File: src/rtl/efs_pkg.sv
// Constants for the encoder feedback and status block.
// Assumes a register port at word offsets and a single 20 MHz system clock.
package efs_pkg;

    // ==========================================================
    // Register offsets (word index on the register port)
    localparam logic [7:0] ADDR_MOTION_FLAGS   = 8'h0B; // Ramp and deviation flags
    localparam logic [7:0] ADDR_STEP_SCALE     = 8'h0D; // Step input scale
    localparam logic [7:0] ADDR_ENC_INCREMENT  = 8'h10; // Encoder increment 16.16
    localparam logic [7:0] ADDR_ENC_POSITION   = 8'h11; // Encoder position
    localparam logic [7:0] ADDR_ENC_CONFIG     = 8'h12; // Encoder configuration
    localparam logic [7:0] ADDR_INDEX_FLAG     = 8'h13; // Index event flag, read clears
    localparam logic [7:0] ADDR_INDEX_CAPTURE  = 8'h14; // Position caught on index
    localparam logic [7:0] ADDR_SWITCH_CAPTURE = 8'h15; // Ramp position caught on switch
    localparam logic [7:0] ADDR_DEV_THRESHOLD  = 8'h16; // Deviation warning threshold

    // ==========================================================
    // Widths and reset values
    localparam int unsigned FLAGS_W  = 5;
    localparam int unsigned SCALE_W  = 16;
    localparam int unsigned CONFIG_W = 14;
    localparam int unsigned THRESH_W = 20;
    localparam logic [31:0] ENC_INCREMENT_RESET = 32'h0001_0000; // 1.0

    // ==========================================================
    // Field positions
    localparam int unsigned FLAG_POS_REACHED = 0;
    localparam int unsigned FLAG_V_REACHED   = 1;
    localparam int unsigned FLAG_STANDSTILL  = 2;
    localparam int unsigned FLAG_DEVIATION   = 4;
    localparam int unsigned STEP_POLARITY    = 15;
    localparam int unsigned CFG_POL_A        = 0;
    localparam int unsigned CFG_POL_B        = 1;
    localparam int unsigned CFG_POL_N        = 2;
    localparam int unsigned CFG_IGNORE_AB    = 3;
    localparam int unsigned CFG_POS_EDGE     = 6;
    localparam int unsigned CFG_NEG_EDGE     = 7;
    localparam int unsigned CFG_CLEAR_POS    = 8;
    localparam int unsigned CFG_DECIMAL      = 13;

    // ==========================================================
    // Fraction moduli
    localparam logic [16:0] FRAC_MOD_BINARY  = 17'h1_0000; // Parts of 65536
    localparam logic [16:0] FRAC_MOD_DECIMAL = 17'h0_2710; // Parts of 10000

    // ==========================================================
    // Pin order inside the synchroniser vector
    localparam int unsigned PIN_A     = 0;
    localparam int unsigned PIN_B     = 1;
    localparam int unsigned PIN_N     = 2;
    localparam int unsigned PIN_STEP  = 3;
    localparam int unsigned PIN_DIR   = 4;
    localparam int unsigned PIN_COUNT = 5;

endpackage

File: src/rtl/encoder_feedback_status.sv
// Encoder feedback, position capture, step input scaling and motion flags.
// Assumes ramp values arrive from logic on clock_in; encoder and step pins are asynchronous.
module encoder_feedback_status #(
    parameter int unsigned THRESH_W = efs_pkg::THRESH_W  // Deviation threshold width
) (
    // Clock and reset
    input  wire logic                clock_in,
    input  wire logic                rst_in,
    // Register port
    input  wire logic [7:0]          reg_addr_in,
    input  wire logic                reg_wr_in,
    input  wire logic                reg_rd_in,
    input  wire logic [31:0]         reg_wdata_in,
    output logic      [31:0]         reg_rdata_out,
    // Encoder and step pins
    input  wire logic                enc_a_in,
    input  wire logic                enc_b_in,
    input  wire logic                enc_n_in,
    input  wire logic                step_in,
    input  wire logic                dir_in,
    // Ramp generator and mode values
    input  wire logic [31:0]         x_actual_in,
    input  wire logic [31:0]         x_target_in,
    input  wire logic [31:0]         v_actual_in,
    input  wire logic [31:0]         v_target_in,
    input  wire logic [31:0]         v_max_in,
    input  wire logic                positioning_in,
    input  wire logic                soft_limit_stop_in,
    input  wire logic                ref_switch_event_in,
    input  wire logic                virtual_stop_event_in,
    input  wire logic                step_enable_in,
    input  wire logic                feedback_enable_in,
    // Results
    output logic                     goal_step_out,
    output logic                     goal_down_out,
    output logic [efs_pkg::FLAGS_W-1:0] motion_flags_out,
    output logic                     deviation_irq_out
);

    // ==========================================================
    // State record
    typedef struct packed {
        logic [efs_pkg::PIN_COUNT-1:0] pin_s1;     // First sync stage
        logic [efs_pkg::PIN_COUNT-1:0] pin_s2;     // Second sync stage
        logic [1:0]                    ab_prev;    // Last A/B pair
        logic                          n_prev;     // Last active index level
        logic                          lvl_prev;   // Last qualified index level
        logic                          step_prev;  // Last step level
        logic [efs_pkg::SCALE_W-1:0]   scale;      // Step input scale
        logic [31:0]                   increment;  // Encoder increment 16.16
        logic [31:0]                   enc_pos;    // Encoder position
        logic [15:0]                   enc_frac;   // Hidden position fraction
        logic [efs_pkg::CONFIG_W-1:0]  config_w;   // Encoder configuration
        logic                          idx_flag;   // Index event flag
        logic [31:0]                   idx_cap;    // Index capture
        logic [31:0]                   sw_cap;     // Switch capture
        logic [THRESH_W-1:0]           thresh;     // Deviation threshold
        logic [31:0]                   loop_err;   // Ramp minus encoder
        logic [efs_pkg::FLAGS_W-1:0]   flags;      // Motion flags
        logic [14:0]                   step_frac;  // Goal fraction of a microstep
        logic                          goal_step;  // Goal moves one microstep
        logic                          goal_down;  // Direction of that move
        logic                          irq;        // Deviation interrupt pulse
        logic [31:0]                   rdata;      // Read data
    } state_type;

    state_type st_r;   // Registered state
    state_type st_nxt; // Next state

    // Combinational helpers
    logic        cnt_evt;   // One quadrature count
    logic        cnt_up;    // Count direction
    logic        n_act;     // Index pin at active level
    logic        lvl_now;   // Index qualified by A/B
    logic        idx_evt;   // Index event this cycle
    logic        step_rise; // Accepted step pulse
    logic        step_up;   // Step moves goal upward
    logic        pos_write; // Host writes encoder position
    logic [16:0] frac_mod;  // Active fraction modulus
    logic [16:0] frac_sum;  // Fraction plus increment
    logic [16:0] frac_dif;  // Fraction minus increment
    logic        frac_cy;   // Carry or borrow to integer
    logic [31:0] int_step;  // Integer part plus carry
    logic [15:0] step_amt;  // Weight plus one
    logic [15:0] step_sum;  // Step fraction working value
    logic [32:0] abs_err;   // Absolute loop error
    logic        dev_over;  // Deviation beyond threshold

    // ==========================================================
    // Next-state logic
    always_comb begin
        st_nxt    = st_r;
        st_nxt.pin_s1 = {dir_in, step_in, enc_n_in, enc_b_in, enc_a_in};
        st_nxt.pin_s2 = st_r.pin_s1;
        st_nxt.ab_prev = {st_r.pin_s2[efs_pkg::PIN_A], st_r.pin_s2[efs_pkg::PIN_B]};
        pos_write = reg_wr_in && (reg_addr_in == efs_pkg::ADDR_ENC_POSITION);

        // Quadrature: one bit changed is one count; both changed is dropped as noise
        cnt_evt = ^(st_r.ab_prev ^ st_nxt.ab_prev);
        cnt_up  = ~(st_r.ab_prev[1] ^ st_nxt.ab_prev[0]);

        // Fraction arithmetic in binary or decimal parts
        frac_mod = st_r.config_w[efs_pkg::CFG_DECIMAL] ? efs_pkg::FRAC_MOD_DECIMAL
                                                       : efs_pkg::FRAC_MOD_BINARY;
        frac_sum = {1'b0, st_r.enc_frac} + {1'b0, st_r.increment[15:0]};
        frac_dif = {1'b0, st_r.enc_frac} - {1'b0, st_r.increment[15:0]};
        frac_cy  = cnt_up ? (frac_sum >= frac_mod) : frac_dif[16];
        int_step = {{16{st_r.increment[31]}}, st_r.increment[31:16]} + {31'b0, frac_cy};

        // Index detection, edge or qualified level
        n_act   = st_r.pin_s2[efs_pkg::PIN_N] == st_r.config_w[efs_pkg::CFG_POL_N];
        lvl_now = n_act && (st_r.config_w[efs_pkg::CFG_IGNORE_AB] ||
                  ((st_r.pin_s2[efs_pkg::PIN_A] == st_r.config_w[efs_pkg::CFG_POL_A]) &&
                   (st_r.pin_s2[efs_pkg::PIN_B] == st_r.config_w[efs_pkg::CFG_POL_B])));
        if (st_r.config_w[efs_pkg::CFG_POS_EDGE] || st_r.config_w[efs_pkg::CFG_NEG_EDGE]) begin
            idx_evt = (st_r.config_w[efs_pkg::CFG_POS_EDGE] && n_act && !st_r.n_prev) ||
                      (st_r.config_w[efs_pkg::CFG_NEG_EDGE] && !n_act && st_r.n_prev);
        end else begin
            idx_evt = lvl_now && !st_r.lvl_prev;
        end
        st_nxt.n_prev   = n_act;
        st_nxt.lvl_prev = lvl_now;

        // Encoder position: host write beats index clear beats count
        if (cnt_evt) begin
            if (cnt_up) begin
                st_nxt.enc_pos  = st_r.enc_pos + int_step;
                st_nxt.enc_frac = frac_cy ? 16'(frac_sum - frac_mod) : frac_sum[15:0];
            end else begin
                st_nxt.enc_pos  = st_r.enc_pos - int_step;
                st_nxt.enc_frac = frac_cy ? 16'(frac_dif + frac_mod) : frac_dif[15:0];
            end
        end
        if (idx_evt) begin
            st_nxt.idx_cap = st_r.enc_pos;
            if (st_r.config_w[efs_pkg::CFG_CLEAR_POS]) begin
                st_nxt.enc_pos  = 32'h0000_0000;
                st_nxt.enc_frac = 16'h0000;
            end
        end

        // Switch capture of ramp position
        if (ref_switch_event_in || virtual_stop_event_in) begin
            st_nxt.sw_cap = x_actual_in;
        end

        // Step input scaling; at most one microstep per pulse
        step_rise = step_enable_in && st_r.pin_s2[efs_pkg::PIN_STEP] && !st_r.step_prev;
        step_up   = st_r.pin_s2[efs_pkg::PIN_DIR] ^ st_r.scale[efs_pkg::STEP_POLARITY];
        step_amt  = {1'b0, st_r.scale[14:0]} + 16'h0001;
        step_sum  = step_up ? ({1'b0, st_r.step_frac} + step_amt)
                            : ({1'b0, st_r.step_frac} - step_amt);
        st_nxt.step_prev = st_r.pin_s2[efs_pkg::PIN_STEP];
        st_nxt.goal_step = 1'b0;
        st_nxt.goal_down = st_r.goal_down;
        if (step_rise) begin
            st_nxt.step_frac = step_sum[14:0];
            st_nxt.goal_step = step_sum[15];
            st_nxt.goal_down = !step_up;
        end

        // Loop error frozen while the feedback loop is off
        if (feedback_enable_in) begin
            st_nxt.loop_err = x_actual_in - st_r.enc_pos;
        end
        abs_err  = st_r.loop_err[31] ? (33'h0_0000_0000 - {1'b1, st_r.loop_err})
                                     : {1'b0, st_r.loop_err};
        dev_over = abs_err > {{(33-THRESH_W){1'b0}}, st_r.thresh};

        // Motion flags
        st_nxt.flags = '0;
        st_nxt.flags[efs_pkg::FLAG_STANDSTILL] = (v_actual_in == 32'h0000_0000);
        st_nxt.flags[efs_pkg::FLAG_POS_REACHED] = (v_actual_in == 32'h0000_0000) &&
            ((x_actual_in == x_target_in) || soft_limit_stop_in);
        st_nxt.flags[efs_pkg::FLAG_V_REACHED] = (v_actual_in == v_target_in) ||
            (positioning_in && (v_actual_in == v_max_in));
        st_nxt.flags[efs_pkg::FLAG_DEVIATION] = dev_over;
        st_nxt.irq = dev_over && !st_r.flags[efs_pkg::FLAG_DEVIATION];

        // Register writes
        if (reg_wr_in) begin
            case (reg_addr_in)
                efs_pkg::ADDR_STEP_SCALE:    st_nxt.scale = reg_wdata_in[efs_pkg::SCALE_W-1:0];
                efs_pkg::ADDR_ENC_INCREMENT: st_nxt.increment = reg_wdata_in;
                efs_pkg::ADDR_ENC_POSITION: begin
                    st_nxt.enc_pos  = reg_wdata_in;
                    st_nxt.enc_frac = 16'h0000;
                end
                efs_pkg::ADDR_ENC_CONFIG:    st_nxt.config_w = reg_wdata_in[efs_pkg::CONFIG_W-1:0];
                efs_pkg::ADDR_DEV_THRESHOLD: st_nxt.thresh = reg_wdata_in[THRESH_W-1:0];
                default: ;
            endcase
        end

        // Register reads; write-only and unmapped offsets read zero
        st_nxt.rdata = 32'h0000_0000;
        if (reg_rd_in) begin
            case (reg_addr_in)
                efs_pkg::ADDR_MOTION_FLAGS:   st_nxt.rdata = {27'h0, st_r.flags};
                efs_pkg::ADDR_ENC_POSITION:   st_nxt.rdata = st_r.enc_pos;
                efs_pkg::ADDR_INDEX_FLAG:     st_nxt.rdata = {31'h0, st_r.idx_flag};
                efs_pkg::ADDR_INDEX_CAPTURE:  st_nxt.rdata = st_r.idx_cap;
                efs_pkg::ADDR_SWITCH_CAPTURE: st_nxt.rdata = st_r.sw_cap;
                default:                      st_nxt.rdata = 32'h0000_0000;
            endcase
        end

        // Index flag: a new event wins over the read that clears it
        if (reg_rd_in && (reg_addr_in == efs_pkg::ADDR_INDEX_FLAG)) begin
            st_nxt.idx_flag = 1'b0;
        end
        if (idx_evt) begin
            st_nxt.idx_flag = 1'b1;
        end
    end

    // ==========================================================
    // State register
    always_ff @(posedge clock_in or posedge rst_in) begin
        if (rst_in) begin
            st_r           <= '0;
            st_r.increment <= efs_pkg::ENC_INCREMENT_RESET;
        end else begin
            st_r <= st_nxt;
        end
    end

    // Outputs straight from the state register
    assign reg_rdata_out     = st_r.rdata;
    assign goal_step_out     = st_r.goal_step;
    assign goal_down_out     = st_r.goal_down;
    assign motion_flags_out  = st_r.flags;
    assign deviation_irq_out = st_r.irq;
endmodule // encoder_feedback_status

File: config.mk
export PLATFORM = sky130hd
export DESIGN_NAME = encoder_feedback_status
export DESIGN_NICKNAME = d
export VERILOG_FILES = /design/src/rtl/efs_pkg.sv /design/src/rtl/encoder_feedback_status.sv
export SDC_FILE = /design/constraint.sdc
export NUM_CORES = 1
export LEC_CHECK = 0
export BUFFER_PORTS_ARGS = -buffer_cell sky130_fd_sc_hd__buf_2
export CAP_MARGIN = 20
export CELL_PAD_IN_SITES_DETAIL_PLACEMENT = 0
export CELL_PAD_IN_SITES_GLOBAL_PLACEMENT = 2
export CORE_ASPECT_RATIO = 0.75
export CORE_MARGIN = 10
export CORE_UTILIZATION = 34
export DETAILED_ROUTE_END_ITERATION = 6
export PLACE_DENSITY_LB_ADDON = 0.1
export SETUP_SLACK_MARGIN = 0.3
export SYNTH_ARGS = -nofsm -noshare
export SYNTH_HDL_FRONTEND = slang
export SYNTH_SLANG_ARGS = --single-unit
File: constraint.sdc
create_clock -name clock_in -period 12.55 [get_ports clock_in]
set_input_delay 3.1375 -clock clock_in [delete_from_list [all_inputs] [get_ports clock_in]]
set_output_delay 3.1375 -clock clock_in [all_outputs]
set_load 0.05 [all_outputs]
==> results of run 1 <==
## metal layers
layer,routed length (µm),part of all wire [%]
met5,27,0.035
met4,1360,1.8
met3,3837,5.0
met2,33730,44
met1,37290,49
## final timing paths
check                         endpoint  slack, ps  cells past startpoint
max                          st_r[227]       3280                     43
min                        st_nxt[285]        350                      0
max reg2reg                  st_r[227]       3280                     43
min reg2reg                st_nxt[285]        350                      0
max in group asynchronous    st_r[190]       8220                      3
min in group asynchronous    st_r[231]       2670                      2
## through the flow
| stage | utilization (%) | cell area [µm²] |
|---|---|---|
| finish | 39.40 | 24460 |
| global route | 39.40 | 24460 |
| CTS | 39.36 | 24430 |
| detailed placement | 37.37 | 23200 |
| global placement | 37.37 | 23200 |
| floorplan | - | 21350 |
## cell type report
class	count	share of cell area, %
clock buffers	56	4.573
well taps	810	4.144
diodes	1	0.01023
repair buffers	277	5.929
clock inverters	9	0.4706
flip-flops and latches	290	29.68
multi-input cells	1822	53.40
inverters	115	1.796
## synthesized netlist by cell type, types with 8 or more instances
cell type  instances  area (µm²)
a32oi_1           11       96.34
o21a_1            12       90.09
o211ai_1          16       120.1
buf_4             40       300.3
ha_1             147        1839
nand3_1           47       235.2
nor4_1            31       193.9
nor2_1           157       589.3
or2_2              8       50.05
xor2_1            93       814.5
nand2b_1          22       137.6
o21bai_1          21       157.7
a211oi_1          14       105.1
buf_2             10       50.05
dfrtp_1          289        7232
nor3_1            44       220.2
a31oi_1           15       93.84
a21oi_1          132       660.6
and2_1            12       75.07
o21ai_0          185       925.9
xnor2_1          185        1620
o31ai_1           18       135.1
mux2_2           113        1272
nand4_1           45       281.5
and3_1            15       93.84
nor2b_1           24       150.1
clkbuf_1          77       289.0
inv_1            115       431.7
nand2_1          203       762.0
mux2i_1            9       90.09
or3_1             17       106.4
a222oi_1          33       330.3
a21o_1            47       352.8
## power groups by stage
stage / Combinational, mW / Clock (mW) / Sequential [mW]
5_1_grt: 3.42 / 1.17 / 1.46
6_report: 3.03 / 1.10 / 1.42
3_5_place_dp: 3.00 / 0 / 1.44
4_1_cts: 3.03 / 1.14 / 1.42
3_3_place_gp: 3.02 / 0 / 1.43
2_1_floorplan: 2.31 / 0 / 1.35
## registers in the layout, summed over array words and instances (netlist names)
signal,cells
deviation_irq_out,1
goal_down_out,1
goal_step_out,1
motion_flags_out,4
reg_rdata_out,32
st_nxt,8
st_r,243
## critical path: cells and delay by family, from the launching register on
kind,cells,cell delay [ps]
fa+ha+maj,6,1910
xor+xnor,3,480
flops,1,390
simple gates,16,2770
mux,1,220
compound gates,17,3350
## logic make-up after synthesis
kind of cell,after synthesis,synth area share (%)
mux,123,6.452
flops,290,33.99
buf+inv,247,5.174
xor+xnor,278,11.40
fa+ha+maj,152,9.083
compound gates,600,18.48
simple gates,668,15.40
other cells,1,0.01756
==> flow_summary_export.csv, run 1 <==
group,metric,value,unit
cts,cts.clk_slew.worst_paths,60,ps
place,place_ws,3354,ps
worst_setup_path,arrival,9700,ps
power_and_ir_drop,switching_share,43.70,%
power_and_ir_drop,internal_power,3.129,mW
timing,hold_violations,0,
cts,cts-htree-levels,2,
global_routing,grt_pass1_wl,115.8,mm
global_routing,overflow,0,
worst_setup_path,crit_start,"st_r[186]",
logic_synthesis,synth.cell_area,21350,µm²
floorplanning,die_area,73330,µm²
global_routing,grt_max_degree,121,
logic_synthesis,async_reset_ff_share,100.0,%
cts,cts.sinks,290,
cts,ctsRootBufferMaster,"clkbuf_16",
place,io_buffers,253,
logic_synthesis,synth_ff_type,"dfrtp_1",
logic_synthesis,synthDistinctLibCells,97,
timing,whs,346.6,ps
timing,fin_tns_setup,0,ps
route,drc,7,
power_and_ir_drop,power_leakage,10.84,nW
route,drtIter0Drc,1236,
cts,cts-resized-gates,0,
power_and_ir_drop,fin_total_pwr,5.558,mW
route,firstDrtPassIters,7,
logic_synthesis,synth_cells,2359,
status,status,"finished, violations left",
floorplanning,die_x,309.4,µm
power_and_ir_drop,pwr-share-clk,19.8,%
floorplanning,start_util,34.40,%
final_layout,n_fill_cell,6317,
floorplanning,core,62070,µm²
power_and_ir_drop,power_frac_seq,25.6,%
place,gp_congestion,0.8708,
cts,cts_buffers,36,
worst_setup_path,required,12980,ps
worst_setup_path,cp_max_fo,16,
final_layout,mostFrequentLayoutCells,"dfrtp_1 (289), buf_2 (253), nand2_1 (203), o21ai_0 (185), xnor2_1 (185)",
global_routing,grt_use_met2,31.49,%
logic_synthesis,synth_nets,2726,
logic_synthesis,synth_warnings,0,
global_routing,grt_pass1_vias,18280,
route,wl_per_cell,22.56,µm
worst_setup_path,r2r-start,"st_r[186]",
route,final_antenna_net_count,0,
min_path,hp-class,"reg -> reg",
cts,post_cts_buffers,0,
timing,max_slew.worst_pin.slew,1086,ps
timing,fin_skew,20.50,ps
power_and_ir_drop,peakVddDrop,0.00009704,V
timing,slew_viol_final,0,
route,viasPerCell,5.429,
floorplanning,fp-row-count,79,
cts,ctsHoldBuffers,0,
logic_synthesis,synth_edf_count,0,
place,dp.cells,3311,
final_layout,final_common_cell,"dfrtp_1",
worst_setup_path,crit_slowest_cell,"o311ai_0",
global_routing,grt_antenna_before_repair,9,
worst_setup_path,cpMostUsedCell,"ha_1",
global_routing,top_usage_layer,"met2",
power_and_ir_drop,power_switching,2.429,mW
global_routing,use_met3,3.174,%
power_and_ir_drop,combinationalPowerShare,54.6,%
min_path,hp-start,"st_nxt[288]",
place,dpl.hpwl,59.09,mm
worst_setup_path,max_stage_delay,450,ps
logic_synthesis,synth_seq_cells,290,
worst_setup_path,endpoint_kind,"register",
floorplanning,ios,255,
global_routing,grt_use_met1,29.58,%
floorplanning,die_h,237.0,µm
status,violations,"design-rule violations",
worst_setup_path,startpoint_type,"register",
timing,fin_ws,3283,ps
timing,rsz0062_at_grt,"no",
route,routed_wl,76.24,mm
timing,setup_viol,0,
timing,slew_headroom,27.03,%
final_layout,fin_cells,3380,
cts,cts_tree,"done",
timing,final.period_utilization,73.84,%
logic_synthesis,ys_seq_area_share,33.99,%
final_layout,area_growth,14.55,%
final_layout,seq_area,7258,µm²
worst_setup_path,worstSetupPathType,"reg -> reg",
cts,clk_path_buf_depth,3,
timing,min_period,9267,ps
route,vias,18350,
flow_run,cap_violations,0,
cts,worstSkewPairLatency,560,ps
final_layout,drive_gt1_share,19.74,%
final_layout,nNetsFinal,2909,
timing,fmax,107.9,MHz
global_routing,track_usage,20.41,%
logic_synthesis,avgSynthCellArea,9.051,µm²
final_layout,multi_input_area,13060,µm²
power_and_ir_drop,power-per-cell-area,227.2,nW/µm²
Power figures use the tool's default switching activity.
==> inputs of run 2 (changes only) <==
Settings changed: ABC_AREA set to 1, CORE_UTILIZATION 34 to 31.
Clock period 12.55 ns to 7.85 ns, I/O delays scaled along.
==> flow_summary_export.csv, run 2 <==
group,metric,value,unit
status,status,"finished clean",
logic_synthesis,ys_seq_area_share,32.02,%
logic_synthesis,synth.cell_area,22670,µm²
timing,rsz0062_at_grt,"yes",
place,dpl.hpwl,68.70,mm
worst_setup_path,cpLargestDelayFamily,"simple AND/OR/NAND/NOR gates",
timing,fmax,143.1,MHz
worst_setup_path,worstSetupPathType,"reg -> reg",
final_layout,mostFrequentLayoutCells,"nand2_1 (687), inv_1 (398), dfrtp_1 (288), o21ai_0 (254), buf_2 (253)",
worst_setup_path,arrival,7400,ps
min_path,hp-class,"reg -> reg",
floorplanning,die_x,332.2,µm
timing,fin_skew,25.27,ps
route,drtIter0Drc,1591,
cts,cts.sinks,290,
worst_setup_path,cp_max_fo,11,
global_routing,grt_pass1_vias,20860,
logic_synthesis,synthDistinctLibCells,59,
cts,ctsHoldBuffers,0,
worst_setup_path,required,8260,ps
cts,clk_path_buf_depth,3,
power_and_ir_drop,peakVddDrop,0.0001570,V
worst_setup_path,crit_slowest_cell,"dfrtp_1",
route,routed_wl,86.14,mm
final_layout,n_fill_cell,7732,
place,gp_congestion,0.9234,
timing,max_slew.worst_pin.slew,1127,ps
worst_setup_path,r2r_setup_slack,860,ps
logic_synthesis,synth_nets,3471,
timing,slew_viol_final,0,
floorplanning,die_area,84440,µm²
worst_setup_path,endpoint_kind,"register",
power_and_ir_drop,power-per-cell-area,338.0,nW/µm²
floorplanning,die_h,254.2,µm
route,final_antenna_net_count,0,
final_layout,final_common_cell,"nand2_1",
route,drc,0,
cts,worstSkewPairLatency,580,ps
final_layout,largest_register_ffs,243,
timing,slew_headroom,24.58,%
timing,final.period_utilization,89.03,%
final_layout,drive_gt1_share,16.11,%
final_layout,max_flop_register,"st_r",
global_routing,track_usage,19.72,%
logic_synthesis,synth_top_area_share,31.91,%
route,viasPerCell,4.979,
floorplanning,start_util,31.43,%
worst_setup_path,cpMostUsedCell,"nor2_1",
worst_setup_path,cp_num_buf_inv,4,
place,io_buffers,253,
cts,ctsRootBufferMaster,"clkbuf_16",
flow_run,cap_violations,0,
logic_synthesis,synth_seq_cells,290,
logic_synthesis,synth_area_leaders,"dfrtp_1 (32%), nand2_1 (11%), ha_1 (8.1%)",
timing,min_period,6989,ps
cts,cts-htree-levels,2,
floorplanning,ios,255,
cts,cts_buffers,37,
worst_setup_path,worstReg2RegEnd,"st_r[228]",
global_routing,grt_pass1_wl,129.7,mm
timing,setup_viol,0,
logic_synthesis,synth_common_cells,"nand2_1 (690), inv_1 (399), dfrtp_1 (289), o21ai_0 (255), nor2_1 (233)",
global_routing,grt_antenna_before_repair,12,
logic_synthesis,synth_cells,3104,
cts,cts.clk_slew.worst_paths,60,ps
floorplanning,core,72110,µm²
cts,cts_tree,"done",
final_layout,utilization,36.52,%
global_routing,grt_max_degree,129,
final_layout,area_growth,16.17,%
logic_synthesis,async_reset_ff_share,100.0,%
logic_synthesis,synth_edf_count,0,
worst_setup_path,reg2reg_depth,45,
route,vias,21360,
min_path,whs_path_depth,0,
global_routing,overflow,0,
route,firstDrtPassIters,5,
worst_setup_path,setup.worst_path.end,"st_r[228]",
power_and_ir_drop,power_leakage,12.86,nW
timing,fin_tns_setup,0,ps
logic_synthesis,avgSynthCellArea,7.302,µm²
worst_setup_path,crit_start,"st_r[186]",
route,wl_per_cell,20.07,µm
worst_setup_path,startpoint_type,"register",
floorplanning,fp-row-count,85,
logic_synthesis,synth_warnings,0,
worst_setup_path,crit_cells,45,
final_layout,nNetsFinal,3678,
worst_setup_path,r2r-start,"st_r[186]",
worst_setup_path,max_stage_delay,400,ps
logic_synthesis,yosysMostFrequentCell,"nand2_1",
timing,hold_violations,0,
logic_synthesis,synth_ff_type,"dfrtp_1",
logic_synthesis,netlist.top_cell.by_area,"dfrtp_1",
-- run 2: stage by stage --
stage | setup WS (ps) | hold slack [ps] | instances | power, mW | cell area, µm²
CTS | 311.5 | 353.0 | 4275 | 8.792 | 25910
finish | 861.2 | 350.2 | 4291 | 8.900 | 26330
floorplan | 1777 | 331.2 | 3104 | 5.512 | 22670
global placement | 352.4 | 336.0 | 4213 | 6.855 | 24620
global route | 258.8 | 361.2 | 4290 | 9.713 | 26330
detailed placement | 300.9 | 337.3 | 4214 | 6.853 | 24640
-- run 2: timing repair --
action / in CTS / in global routing
endpoints found under the setup margin: 1 / 22
pin swaps: 0 / 6
gates cloned: 0 / 1
resized for setup: 1 / 49
buffers inserted: 0 / 12
-- run 2: worst min-delay path by stage --
stage                            from           to  slack (ps)
after floorplan           st_nxt[290]  st_nxt[282]         330
after global placement    st_nxt[288]  st_nxt[285]         340
after detailed placement  st_nxt[289]    st_r[289]         340
after CTS                 st_nxt[290]  st_nxt[282]         350
after global routing      st_nxt[288]  st_nxt[285]         360
final                     st_nxt[290]  st_nxt[282]         350
-- run 2: routing by layer --
metal	vias up	share of wire [%]	GRT usage [%]
met5	-	0.051	0
met1	10110	53	30.31
li1	10570	-	-
met4	6	1.8	4.180
met2	586	39	27.44
met3	85	6.6	4.192
-- run 2: power breakdown --
part	leakage (nW)	switching (mW)	internal [mW]
Combinational	8.65	3.08	1.74
Clock	0.622	0.740	1.13
Sequential	3.59	0.359	1.86
Total	12.9	4.18	4.72
-- run 2: layout make-up --
cell class	count	area, µm²	share of cell area (%)
diodes	1	2.502	0.009504
multi-input cells	2278	13450	51.07
inverters	418	1578	5.992
clock inverters	16	287.8	1.093
repair buffers	286	1572	5.968
clock buffers	45	985.9	3.745
flip-flops and latches	290	7259	27.57
well taps	957	1197	4.548
-- run 2: kinds of logic after synthesis --
kind of cell | Yosys count | share of synthesized area [%]
buffers and inverters | 537 | 9.975
AND/OR/NAND/NOR | 1305 | 25.30
flip-flops | 290 | 32.02
multiplexers | 28 | 1.391
other | 1 | 0.01654
adder cells (fa/ha/maj) | 152 | 8.556
XOR/XNOR | 205 | 7.922
AO/OA/AOI/OAI | 586 | 14.82
